**src/ped_defs.svh**
```systemverilog
/*
  Offsets, field positions, page codes and reset values of the paged
  edge-detect I/O block.
  Assumes a 16-byte I/O window and an 8-bit host data path.
*/
`ifndef PED_DEFS_SVH
`define PED_DEFS_SVH

// register offsets within the window
`define PED_OFF_PORT_LAST 4'h5
`define PED_OFF_IRQ 4'h6
`define PED_OFF_PAGE 4'h7
`define PED_OFF_PG_FIRST 4'h8
`define PED_OFF_PG_LAST 4'hA

// fields of the page select and write lock register
`define PED_PAGE_MSB 7
`define PED_PAGE_LSB 6
`define PED_LOCK_MSB 5

// page numbers
`define PED_PG_NONE 2'h0
`define PED_PG_POL 2'h1
`define PED_PG_EN 2'h2
`define PED_PG_STAT 2'h3

// reset and idle values
`define PED_RST_BYTE 8'h00
`define PED_PIN_LOW 48'h000000000000

`endif

```
**src/ped_pkg.sv**
```systemverilog
/*
  Types of the paged edge-detect I/O block: host request carrier and
  the full state record of the top module.
  Assumes nothing beyond ped_defs.svh for the numbers.
*/
package ped_pkg;

  // one host access, sampled on clk_i
  typedef struct packed {
    logic rd;
    logic wr;
    logic [9:0] addr;
    logic [7:0] wdata;
  } ped_bus_req_t;

  // whole state of the block
  typedef struct packed {
    logic [5:0][7:0] dout;
    logic [5:0] lock;
    logic [1:0] page;
    logic [2:0][7:0] pol;
    logic [2:0][7:0] enab;
    logic [2:0][7:0] stat;
    logic [47:0] s1;
    logic [47:0] s2;
    logic [47:0] prev;
    logic [5:0] j1;
    logic [5:0] j2;
    logic [7:0] rdata;
    logic rvalid;
    logic irq;
  } ped_state_t;

endpackage

```
**src/ped_dio48.sv**
```systemverilog
/*
  Top of the paged edge-detect 48-line digital I/O block: host register
  decode, six open-drain ports, write locks and edge capture on ports 0-2.
  Assumes host strobes synchronous to clk_i, pins and base jumpers
  asynchronous, and external pull-ups on every line.
*/
`timescale 1ns/10ps
`include "ped_defs.svh"

module ped_dio48 (
  input wire logic clk_i,
  input wire logic rst_i,
  input wire logic ce_i,
  input wire ped_pkg::ped_bus_req_t bus_i,
  input wire logic [5:0] base_address_jumpers_i,
  input wire logic [47:0] pin_i,
  output logic [47:0] pin_o,
  output logic [47:0] pin_oe_o,
  output logic [7:0] rdata_o,
  output logic rvalid_o,
  output logic hit_o,
  output logic irq_o
);

  ped_pkg::ped_state_t r;
  ped_pkg::ped_state_t n;

  logic hit;
  logic wr;
  logic rd;
  logic [3:0] off;
  logic [1:0] pidx;
  logic [7:0] rmux;
  logic [2:0] port_irq_pending;
  logic [5:0][7:0] lvl;
  logic [23:0] edge_set;
  logic [23:0] pol_f;
  logic [23:0] en_f;
  logic [2:0] clr;
  logic [2:0][7:0] stat_nx;

  // window claim, used for both directions
  function automatic logic ped_hit(input logic [9:0] a, input logic [5:0] j);
    ped_hit = (a[9:4] == j);
  endfunction

  // true for the three paged offsets
  function automatic logic ped_paged(input logic [3:0] o);
    ped_paged = (o >= `PED_OFF_PG_FIRST) && (o <= `PED_OFF_PG_LAST);
  endfunction

  // decode of the host access
  assign off = bus_i.addr[3:0];
  assign pidx = off[1:0]; // offsets 8..10 land on 0..2
  assign hit = ped_hit(bus_i.addr, r.j2);
  assign wr = bus_i.wr & hit;
  assign rd = bus_i.rd & hit;
  assign hit_o = hit & (bus_i.rd | bus_i.wr);

  // flat views of the paged registers and pin samples
  assign lvl = r.s2;
  assign pol_f = r.pol;
  assign en_f = r.enab;

  // edge capture exists for the low 24 lines only
  genvar g;
  generate
    for (g = 0; g < 24; g = g + 1) begin : g_edge
      logic rise;
      logic fall;
      assign rise = r.s2[g] & ~r.prev[g];
      assign fall = ~r.s2[g] & r.prev[g];
      assign edge_set[g] = en_f[g] & (pol_f[g] ? rise : fall);
    end
    for (g = 0; g < 3; g = g + 1) begin : g_port
      // a write in page 3 wipes the whole port
      assign clr[g] = wr && (r.page == `PED_PG_STAT) &&
                      (off == (`PED_OFF_PG_FIRST + 4'(g)));
      // set wins over clear so an edge in the wipe cycle survives
      assign stat_nx[g] = (clr[g] ? `PED_RST_BYTE : r.stat[g]) |
                          edge_set[g*8 +: 8];
      assign port_irq_pending[g] = |r.stat[g];
    end
  endgenerate

  // read data selection
  always_comb begin
    rmux = `PED_RST_BYTE;
    if (off <= `PED_OFF_PORT_LAST) begin
      rmux = ~lvl[off[2:0]];
    end else if (off == `PED_OFF_IRQ) begin
      rmux = {5'h00, port_irq_pending};
    end else if (ped_paged(off)) begin
      case (r.page)
        `PED_PG_POL: rmux = r.pol[pidx];
        `PED_PG_EN: rmux = r.enab[pidx];
        `PED_PG_STAT: rmux = r.stat[pidx];
        default: rmux = `PED_RST_BYTE;
      endcase
    end else begin
      rmux = `PED_RST_BYTE;
    end
  end

  // next state; offset 7 read and 11-15 fall through as zero
  always_comb begin
    n = r;
    n.s1 = pin_i;
    n.s2 = r.s1;
    n.prev = r.s2;
    n.j1 = base_address_jumpers_i;
    n.j2 = r.j1;
    n.stat = stat_nx;
    n.irq = |port_irq_pending;
    n.rvalid = rd;
    if (rd) begin
      n.rdata = rmux;
    end
    if (wr) begin
      if (off <= `PED_OFF_PORT_LAST) begin
        if (!r.lock[off[2:0]]) begin
          n.dout[off[2:0]] = bus_i.wdata;
        end
      end else if (off == `PED_OFF_PAGE) begin
        n.page = bus_i.wdata[`PED_PAGE_MSB:`PED_PAGE_LSB];
        n.lock = bus_i.wdata[`PED_LOCK_MSB:0];
      end else if (ped_paged(off)) begin
        case (r.page)
          `PED_PG_POL: n.pol[pidx] = bus_i.wdata;
          `PED_PG_EN: n.enab[pidx] = bus_i.wdata;
          default: n.page = r.page; // page 3 clear lives in stat_nx
        endcase
      end
    end
  end

  // async clear so the port releases all pins at power up
  always_ff @(posedge clk_i or posedge rst_i) begin
    if (rst_i) begin
      r <= '0;
    end else if (ce_i) begin
      r <= n;
    end
  end

  // outputs; pins are never driven high, only pulled low
  assign pin_o = `PED_PIN_LOW;
  assign pin_oe_o = r.dout;
  assign rdata_o = r.rdata;
  assign rvalid_o = r.rvalid;
  assign irq_o = r.irq;

  // helpers read only by the checks below
  logic [7:0] lvl3_h;
  logic [7:0] stat0_h;
  logic [1:0] wpage_h;
  logic [7:0] wdata_h;
  assign lvl3_h = r.s2[31:24];
  assign stat0_h = r.stat[0];
  assign wpage_h = bus_i.wdata[7:6];
  assign wdata_h = bus_i.wdata;
endmodule // ped_dio48

```
**config.mk**
```make
export PLATFORM = sky130hd
export DESIGN_NAME = ped_dio48
export DESIGN_NICKNAME = d
export VERILOG_FILES = /design/src/ped_pkg.sv /design/src/ped_dio48.sv
export VERILOG_INCLUDE_DIRS = /design/src
export SDC_FILE = /design/constraint.sdc
export NUM_CORES = 1
export LEC_CHECK = 0
export BUFFER_PORTS_ARGS = -buffer_cell sky130_fd_sc_hd__buf_2
export CORE_MARGIN = 3
export CORE_UTILIZATION = 45
export CTS_CLUSTER_SIZE = 10
export DETAILED_ROUTE_END_ITERATION = 8
export GPL_TIMING_DRIVEN = 0
export PLACE_DENSITY_LB_ADDON = 0.3
export SYNTH_ARGS = -nofsm -noshare
export SYNTH_HDL_FRONTEND = slang
export SYNTH_SLANG_ARGS = --single-unit
```
**constraint.sdc**
```tcl
create_clock -name clk_i -period 13.97 [get_ports clk_i]
set_input_delay 2.0955 -clock clk_i [delete_from_list [all_inputs] [get_ports clk_i]]
set_output_delay 2.0955 -clock clk_i [all_outputs]
set_load 0.01 [all_outputs]
```
==> flow_summary.json, run 1 <==
{
  "antenna_left": 0,
  "critPathCapture": "hit_o",
  "detailedPlace.worstSlack_ps": 8390,
  "endpoint_kind": "output port",
  "grt.busiest_layer": "met2",
  "crit_path_start": "bus_i[15]",
  "cts_buffer_depth": 3,
  "yosysWarnings": 0,
  "drive_above_1_share": 0.448,
  "met3_usage": 0.0329,
  "post-route-period-util": 0.401,
  "wire_per_inst_um": 19.8,
  "path_common_cell": "buf_2",
  "synth.mux.area_fraction": 0.252,
  "cts_buffers": 31,
  "async_flop_share": 1.00,
  "crit_family": "simple AND/OR/NAND/NOR gates",
  "ys_seq_area_frac": 0.534,
  "cts_sinks": 270,
  "antenna_found_initial": 0,
  "critical_path.reg2reg.startpoint": "r[13]",
  "multi_input_area_sq_um": 5060,
  "core_area_sq_um": 27300,
  "violations": "capacitance limit",
  "worstPathCellList": "buf_2 > xnor2_1 > nand2_1 > or3_4 > nor2_1 > buf_2",
  "critPathKind": "primary input to output port",
  "grt_pass1_vias": 8651,
  "dpl-instance-area_sq_um": 14000,
  "wl_um": 31700,
  "slowest_stage": "or3_4",
  "dieArea_sq_um": 30200,
  "gp_congestion": 0.914,
  "final_area_sq_um": 14900,
  "final_common_cell": "dfrtp_1",
  "skew_ps": 6.21,
  "r2r_cells": 6,
  "drt_first_iter_violations": 533,
  "clock-root-buffer": "clkbuf_16",
  "holdCritPathClass": "flop to flop",
  "worst_slack_ps": 8370,
  "critPathArrivalTime_ps": 3510,
  "maxCapViolCount": 1,
  "yosysUniqueCellTypes": 43,
  "track_usage": 0.209,
  "remaining_drc_errors": 0,
  "grt_overflow_total": 0,
  "finalPower_mw": 1.83,
  "status": "finished, violations left",
  "synth_edf_count": 0,
  "crit_fanout": 4,
  "dr.pass1.iters": 5,
  "startpoint_type": "primary input",
  "syn_to_final_growth_pct": 17.4,
  "use_met2": 0.352,
  "vias": 8448,
  "fmax_mhz": 179,
  "syn_avg_cell_area_sq_um": 12.5,
  "power_density_nw_per_um2": 123,
  "start_util": 0.463,
  "grt_first_pass_wirelength_um": 49600,
  "finalNetCount": 1302,
  "yosys.area_share.simple": 0.0648,
  "fin_setup_tns_ps": 0,
  "synth-xor-area-share": 0.00415,
  "fin_crit_ps": 5600,
  "clk_pin_slew_ps": 50,
  "tritoncts": "built",
  "fillCellCount": 2394,
  "rrSetupSlack_ps": 11040,
  "crit_cells": 6,
  "syn-cell-area_sq_um": 12700,
  "io_pins": 184,
  "fp.dieH_um": 174,
  "rows": 60,
  "finalMaxSlewViolations": 0,
  "hold_viol_final": 0,
  "required_ps": 11870,
  "slowest_delay_ps": 480,
  "cts_setup_buffers": 0,
  "worstMarginPinSlew_ps": 1480,
  "synth_top_family_by_area": "multiplexers",
  "register_area_sq_um": 6760,
  "p_leak_nw": 7.24,
  "grtUsageMet1": 0.286,
  "layout_common_cells": "dfrtp_1 (270), mux2_2 (253), buf_2 (143)",
  "numPortBuffers": 133,
  "synth-seq-cells": 270,
  "slew_headroom": 0.00555,
  "clk_latency_ps": 550,
  "synth_compound_area_frac": 0.0643,
  "yosys_most_used_dff": "dfrtp_1",
  "irDropWorstVdd_uv": 81.0,
  "cts_resized": 0,
  "cp.buffers_inverters": 2,
  "grt_start_max_net_pins": 102,
  "die_x_um": 174,
  "holdWs_ps": 500,
  "reg2reg_to": "rdata_o[1]",
  "holdBufCountCts": 0,
  "rsz0062_at_grt": "no",
  "cts_htree_levels": 1,
  "synth_adder_area_share": 0,
  "viasPerCell": 5.27,
  "finalSetupViolations": 0,
  "hpwl_um": 23000,
  "netlist_instances": 1010,
  "diodes": 0
}
-- flip-flops by register name, indices dropped and copies added, names as in the netlist --
| signal | count |
|---|---|
| rvalid_o | 1 |
| rdata_o | 8 |
| lvl | 48 |
| en_f | 24 |
| r | 54 |
| n | 54 |
| irq_o | 1 |
| stat0_h | 8 |
| pol_f | 24 |
| pin_oe_o | 48 |
-- synthesized netlist by cell type (9+ instances only) --
cell type | instances | area (sq um)
nor4_1 | 9 | 56.3
mux2_2 | 253 | 2850
a22oi_1 | 9 | 67.6
buf_4 | 106 | 796
clkbuf_1 | 34 | 128
buf_2 | 10 | 50.1
nor2_1 | 37 | 139
a21oi_1 | 32 | 160
mux2i_1 | 34 | 340
a32o_1 | 24 | 240
dfrtp_1 | 270 | 6760
o21ai_0 | 37 | 185
nand2_1 | 80 | 300
-- through the flow --
step | instances | util
2_1_floorplan | 1057 | -
3_3_place_gp | 1562 | 0.511
3_5_place_dp | 1564 | 0.513
4_1_cts | 1603 | 0.544
5_1_grt | 1603 | 0.544
6_report | 1603 | 0.544
-- final cells by class --
class / count / area share
Sequential cell: 270 / 0.454
Multi-Input combinational cell: 626 / 0.340
Buffer: 154 / 0.0670
Clock buffer: 37 / 0.0537
Timing Repair Buffer: 135 / 0.0485
Tap cell: 372 / 0.0313
Clock inverter: 2 / 0.00261
Inverter: 7 / 0.00227
-- worst register-to-register path, stage by stage, from the launching register on --
cell     delay (ps)
dfrtp_1         390
xnor2_1         440
nand2_1         160
buf_6           200
nor4_1         1220
o21ai_0         210
o21ai_0         220
-- report_power, final --
group	internal (mW)	leakage (nW)	total [mW]	switching, mW
Clock	0.412	0.408	0.702	0.290
Combinational	0.111	3.37	0.231	0.120
Sequential	0.846	3.47	0.895	0.0490
Total	1.37	7.24	1.83	0.459
-- worst min-delay path by stage --
stage | from | to | slack (ps) | depth (start not counted)
after CTS | n[83] | lvl[13] | 500 | 1
after floorplan | rdata_o[0] | rdata_o[0] | 450 | 2
after detailed placement | n[93] | lvl[23] | 490 | 1
final | n[87] | lvl[17] | 500 | 1
after global routing | r[240] | r[240] | 510 | 1
after global placement | n[114] | lvl[44] | 480 | 1
-- cell families after synthesis --
| logic type | after synthesis |
|---|---|
| DFF | 270 |
| other | 1 |
| and+or+nand+nor | 165 |
| buffers and inverters | 161 |
| xor gates and xnor gates | 6 |
| muxes | 287 |
| AOI/OAI and AO/OA | 120 |
-- layer usage --
layer,vias up,wire length [um],share of wire
li1,3875,-,-
met1,4246,13800,0.43
met2,272,15200,0.48
met3,55,1960,0.062
met4,0,768,0.024
met5,-,0,0
No activity file was read; power rests on OpenSTA's default activity.
==> run 2, diff against run 1 <==
Clock period 13.97 ns to 5.38 ns, I/O delays scaled along.
==> flow_summary.json, run 2 (synthesis results as in run 1) <==
{
  "worstMarginPinSlew_ps": 920,
  "syn_to_final_growth_pct": 18.2,
  "worstPathCellList": "xnor2_1 > nand2_1 > or3_4 > nor2_1 > buf_2",
  "slowest_delay_ps": 480,
  "final_common_cell": "dfrtp_1",
  "p_int_mw": 3.55,
  "grt_first_pass_wirelength_um": 49400,
  "final_area_sq_um": 15000,
  "drive_above_1_share": 0.453,
  "power_frac_clock": 0.382,
  "required_ps": 4570,
  "die_x_um": 174,
  "holdCritPathClass": "primary input to asynchronous set/reset pin",
  "grt_start_max_net_pins": 43,
  "diodes": 0,
  "irDropWorstVdd_uv": 226,
  "track_usage": 0.207,
  "gp_congestion": 0.933,
  "rrSetupSlack_ps": 2600,
  "slew_headroom": 0.387,
  "holdWs_ps": 314,
  "hold_viol_final": 0,
  "p_sw_frac": 0.250,
  "dieArea_sq_um": 30200,
  "skew_ps": 15.9,
  "layout_common_cells": "dfrtp_1 (270), mux2_2 (253), buf_2 (143)",
  "io_pins": 184,
  "cts_resized": 0,
  "crit_family": "simple AND/OR/NAND/NOR gates",
  "status": "complete, no violations",
  "slowest_stage": "or3_4",
  "wire_per_inst_um": 19.5,
  "startpoint_type": "flop",
  "viasPerCell": 5.22,
  "holdBufCountCts": 0,
  "numPortBuffers": 133,
  "crit_path_start": "r[11]",
  "fmax_mhz": 323,
  "power_frac_comb": 0.129,
  "grt_pass1_vias": 8643,
  "cts_sinks": 270,
  "remaining_drc_errors": 0,
  "fp.dieH_um": 174,
  "core_area_sq_um": 27300,
  "maxCapViolCount": 0,
  "start_util": 0.463,
  "reg2reg_to": "pin_oe_o[15]",
  "rows": 60,
  "antenna_found_initial": 0,
  "critPathCapture": "hit_o",
  "critPathArrivalTime_ps": 2290,
  "finalNetCount": 1307,
  "post-route-period-util": 0.576,
  "finalSetupViolations": 0,
  "finalMaxSlewViolations": 0,
  "critical_path.reg2reg.startpoint": "r[12]",
  "rsz0062_at_grt": "no",
  "critPathKind": "flop to output port",
  "dr.pass1.iters": 5,
  "cts_buffers": 31,
  "crit_cells": 5,
  "seqPwrFrac": 0.490,
  "fin_crit_ps": 3100,
  "p_leak_nw": 7.28,
  "hpwl_um": 23000,
  "drt_first_iter_violations": 599,
  "clk_pin_slew_ps": 50,
  "crit_fanout": 4,
  "cts_setup_buffers": 0,
  "grt_overflow_total": 0,
  "cts_buffer_depth": 3,
  "cts_htree_levels": 1,
  "vias": 8391,
  "dpl-instance-area_sq_um": 14100,
  "clock-root-buffer": "clkbuf_16",
  "wl_um": 31400,
  "switchingPower_mw": 1.19,
  "r2r_cells": 5,
  "power_density_nw_per_um2": 317,
  "tritoncts": "built",
  "endpoint_kind": "output port",
  "clk_latency_ps": 550,
  "antenna_left": 0,
  "cp.buffers_inverters": 1
}
## run 2: stage by stage
stage	std cells	power, mW	TNS (ps)	utilization	setup WS [ps]
after floorplan	1057	2.74	0	-	1010
after global routing	1608	4.96	0	0.547	2240
after global placement	1562	2.94	-156650	0.511	-613
after CTS	1608	4.79	0	0.547	2310
final	1608	4.74	0	0.547	2280
after detailed placement	1569	2.97	0	0.516	2070
## run 2: layout make-up
class / instances / area (sq um)
multi-input combinational: 626 / 5060
tap: 372 / 465
fill: 2410 / 12400
clock inverter: 1 / 8.76
clock buffer: 38 / 832
timing repair buffer: 140 / 806
inverter: 7 / 30.0
buffer: 154 / 996
sequential: 270 / 6760
## run 2: power groups by stage
stage / Clock [mW] / Sequential [mW] / Combinational (mW)
3_5_place_dp: 0 / 2.36 / 0.610
3_3_place_gp: 0 / 2.35 / 0.585
4_1_cts: 1.86 / 2.32 / 0.611
6_report: 1.81 / 2.32 / 0.609
5_1_grt: 1.94 / 2.35 / 0.667
2_1_floorplan: 0 / 2.31 / 0.427
## run 2: worst min path at each step
stage | start | endpoint | cells past startpoint
2_1_floorplan | rdata_o[0] | rdata_o[0] | 2
3_3_place_gp | n[114] | lvl[44] | 1
3_5_place_dp | n[116] | lvl[46] | 1
4_1_cts | rst_i | n[99] | 2
5_1_grt | rst_i | n[99] | 2
6_report | rst_i | n[99] | 2
## run 2: per-layer routing
metal | track usage | part of all wire
met2 | 0.337 | 0.47
met5 | 0 | 0
met4 | 0.0633 | 0.031
met1 | 0.284 | 0.44
met3 | 0.0379 | 0.059
==> run 3, diff against run 2 <==
Clock period 5.38 ns to 3.16 ns, I/O delays scaled along.
==> flow_summary.json, run 3 (synthesis results as in run 1) <==
{
  "status": "complete, no violations",
  "worst_slack_ps": 372,
  "vias": 8371,
  "rsz0062_at_grt": "no",
  "grt_first_pass_wirelength_um": 49400,
  "hold_viol_final": 0,
  "finalMaxSlewViolations": 0,
  "cts_htree_levels": 1,
  "fillCellCount": 2409,
  "critPathArrivalTime_ps": 3220,
  "grt_start_max_net_pins": 43,
  "diodes": 0,
  "skew_ps": 14.6,
  "dpl-instance-area_sq_um": 14100,
  "cts_sinks": 270,
  "viasPerCell": 5.20,
  "tritoncts": "built",
  "register_area_sq_um": 6760,
  "placed_cells": 1569,
  "finalSetupViolations": 0,
  "irDropWorstVdd_uv": 383,
  "dr.pass1.iters": 5,
  "cts_setup_buffers": 0,
  "holdCritPathClass": "primary input to flop",
  "fin_crit_ps": 2790,
  "remaining_drc_errors": 0,
  "startpoint_type": "flop",
  "wl_um": 31300,
  "post-route-period-util": 0.882,
  "multi_input_area_sq_um": 5060,
  "wire_per_inst_um": 19.4,
  "clk_latency_ps": 550,
  "p_leak_nw": 7.29,
  "antenna_found_initial": 0,
  "die_x_um": 174,
  "antenna_left": 0,
  "cts_buffers": 31,
  "numPortBuffers": 133,
  "crit_fanout": 8,
  "drt_first_iter_violations": 551,
  "final_area_sq_um": 15000,
  "power_density_nw_per_um2": 539,
  "drive_above_1_share": 0.453,
  "final_common_cell": "dfrtp_1",
  "finalPower_mw": 8.07,
  "worstMarginPinSlew_ps": 925,
  "clock-root-buffer": "clkbuf_16",
  "grt_pass1_vias": 8642,
  "fmax_mhz": 359,
  "core_area_sq_um": 27300,
  "rows": 60,
  "start_util": 0.463,
  "cts_buffer_depth": 3,
  "finalNetCount": 1308,
  "fp.dieH_um": 174,
  "fin_setup_tns_ps": 0,
  "syn_to_final_growth_pct": 18.2,
  "hpwl_um": 23000,
  "io_pins": 184,
  "required_ps": 3590,
  "endpoint_kind": "flop",
  "track_usage": 0.207,
  "grt_overflow_total": 0,
  "clk_pin_slew_ps": 50,
  "dieArea_sq_um": 30200,
  "slew_headroom": 0.383,
  "layout_common_cells": "dfrtp_1 (270), mux2_2 (253), buf_2 (143)",
  "gp_congestion": 0.933,
  "maxCapViolCount": 0,
  "finalNonFillerCells": 1609,
  "critPathKind": "flop to flop",
  "detailedPlace.worstSlack_ps": 180
}
-- run 3: cell types whose count changed in the layout (fill, tap and decap cells not counted), sizes merged --
| cell | change |
|---|---|
| dlygate4sd3 | +1 |
-- run 3: routing by layer --
metal,vias up,global-route usage,routed length (um),share of wire
met5,-,0,0,0
met4,0,0.0633,990,0.032
met3,57,0.0379,1890,0.060
met2,251,0.337,14900,0.48
met1,4179,0.284,13500,0.43
li1,3884,-,-,-
-- run 3: final cells by class --
| type | instances | share of cell area |
|---|---|---|
| Tap cell | 372 | 0.0311 |
| Clock inverter | 1 | 0.000585 |
| Buffer | 154 | 0.0665 |
| Sequential cell | 270 | 0.451 |
| Inverter | 7 | 0.00201 |
| Clock buffer | 38 | 0.0556 |
| Multi-Input combinational cell | 626 | 0.338 |
| Timing Repair Buffer | 141 | 0.0545 |
-- run 3: path summary, 6_finish.rpt --
kind	start	to	slack, ps	depth (start not counted)
setup / recovery	r[12]	pin_oe_o[13]	370	5
hold / removal	pin_i[29]	n[99]	150	2
setup reg to reg	r[12]	pin_oe_o[13]	370	5
hold reg to reg	n[14]	r[14]	500	1
max in group asynchronous	rst_i	pin_oe_o[32]	1520	6
min in group asynchronous	rst_i	n[99]	540	3
-- run 3: through the flow --
step	hold slack [ps]	util
floorplan	451	-
global placement	482	0.511
detailed placement	489	0.516
CTS	135	0.548
global route	142	0.548
finish	152	0.548
-- run 3: worst max-delay path: stages, from the launching register on --
cell,delay (ps)
dfrtp_1,390
xnor2_1,300
nand4_1,370
or3b_1,540
nor3_2,670
mux2_2,410
-- run 3: what timing repair did --
action                                 CTS  global route
endpoints found under the hold margin   23             0
hold buffers                             1             0
resized for setup                        0             0
-- run 3: where the power goes --
group | switching (mW) | internal, mW
clock | 1.27 | 1.80
sequential | 0.212 | 3.74
combinational | 0.534 | 0.504
total | 2.02 | 6.05
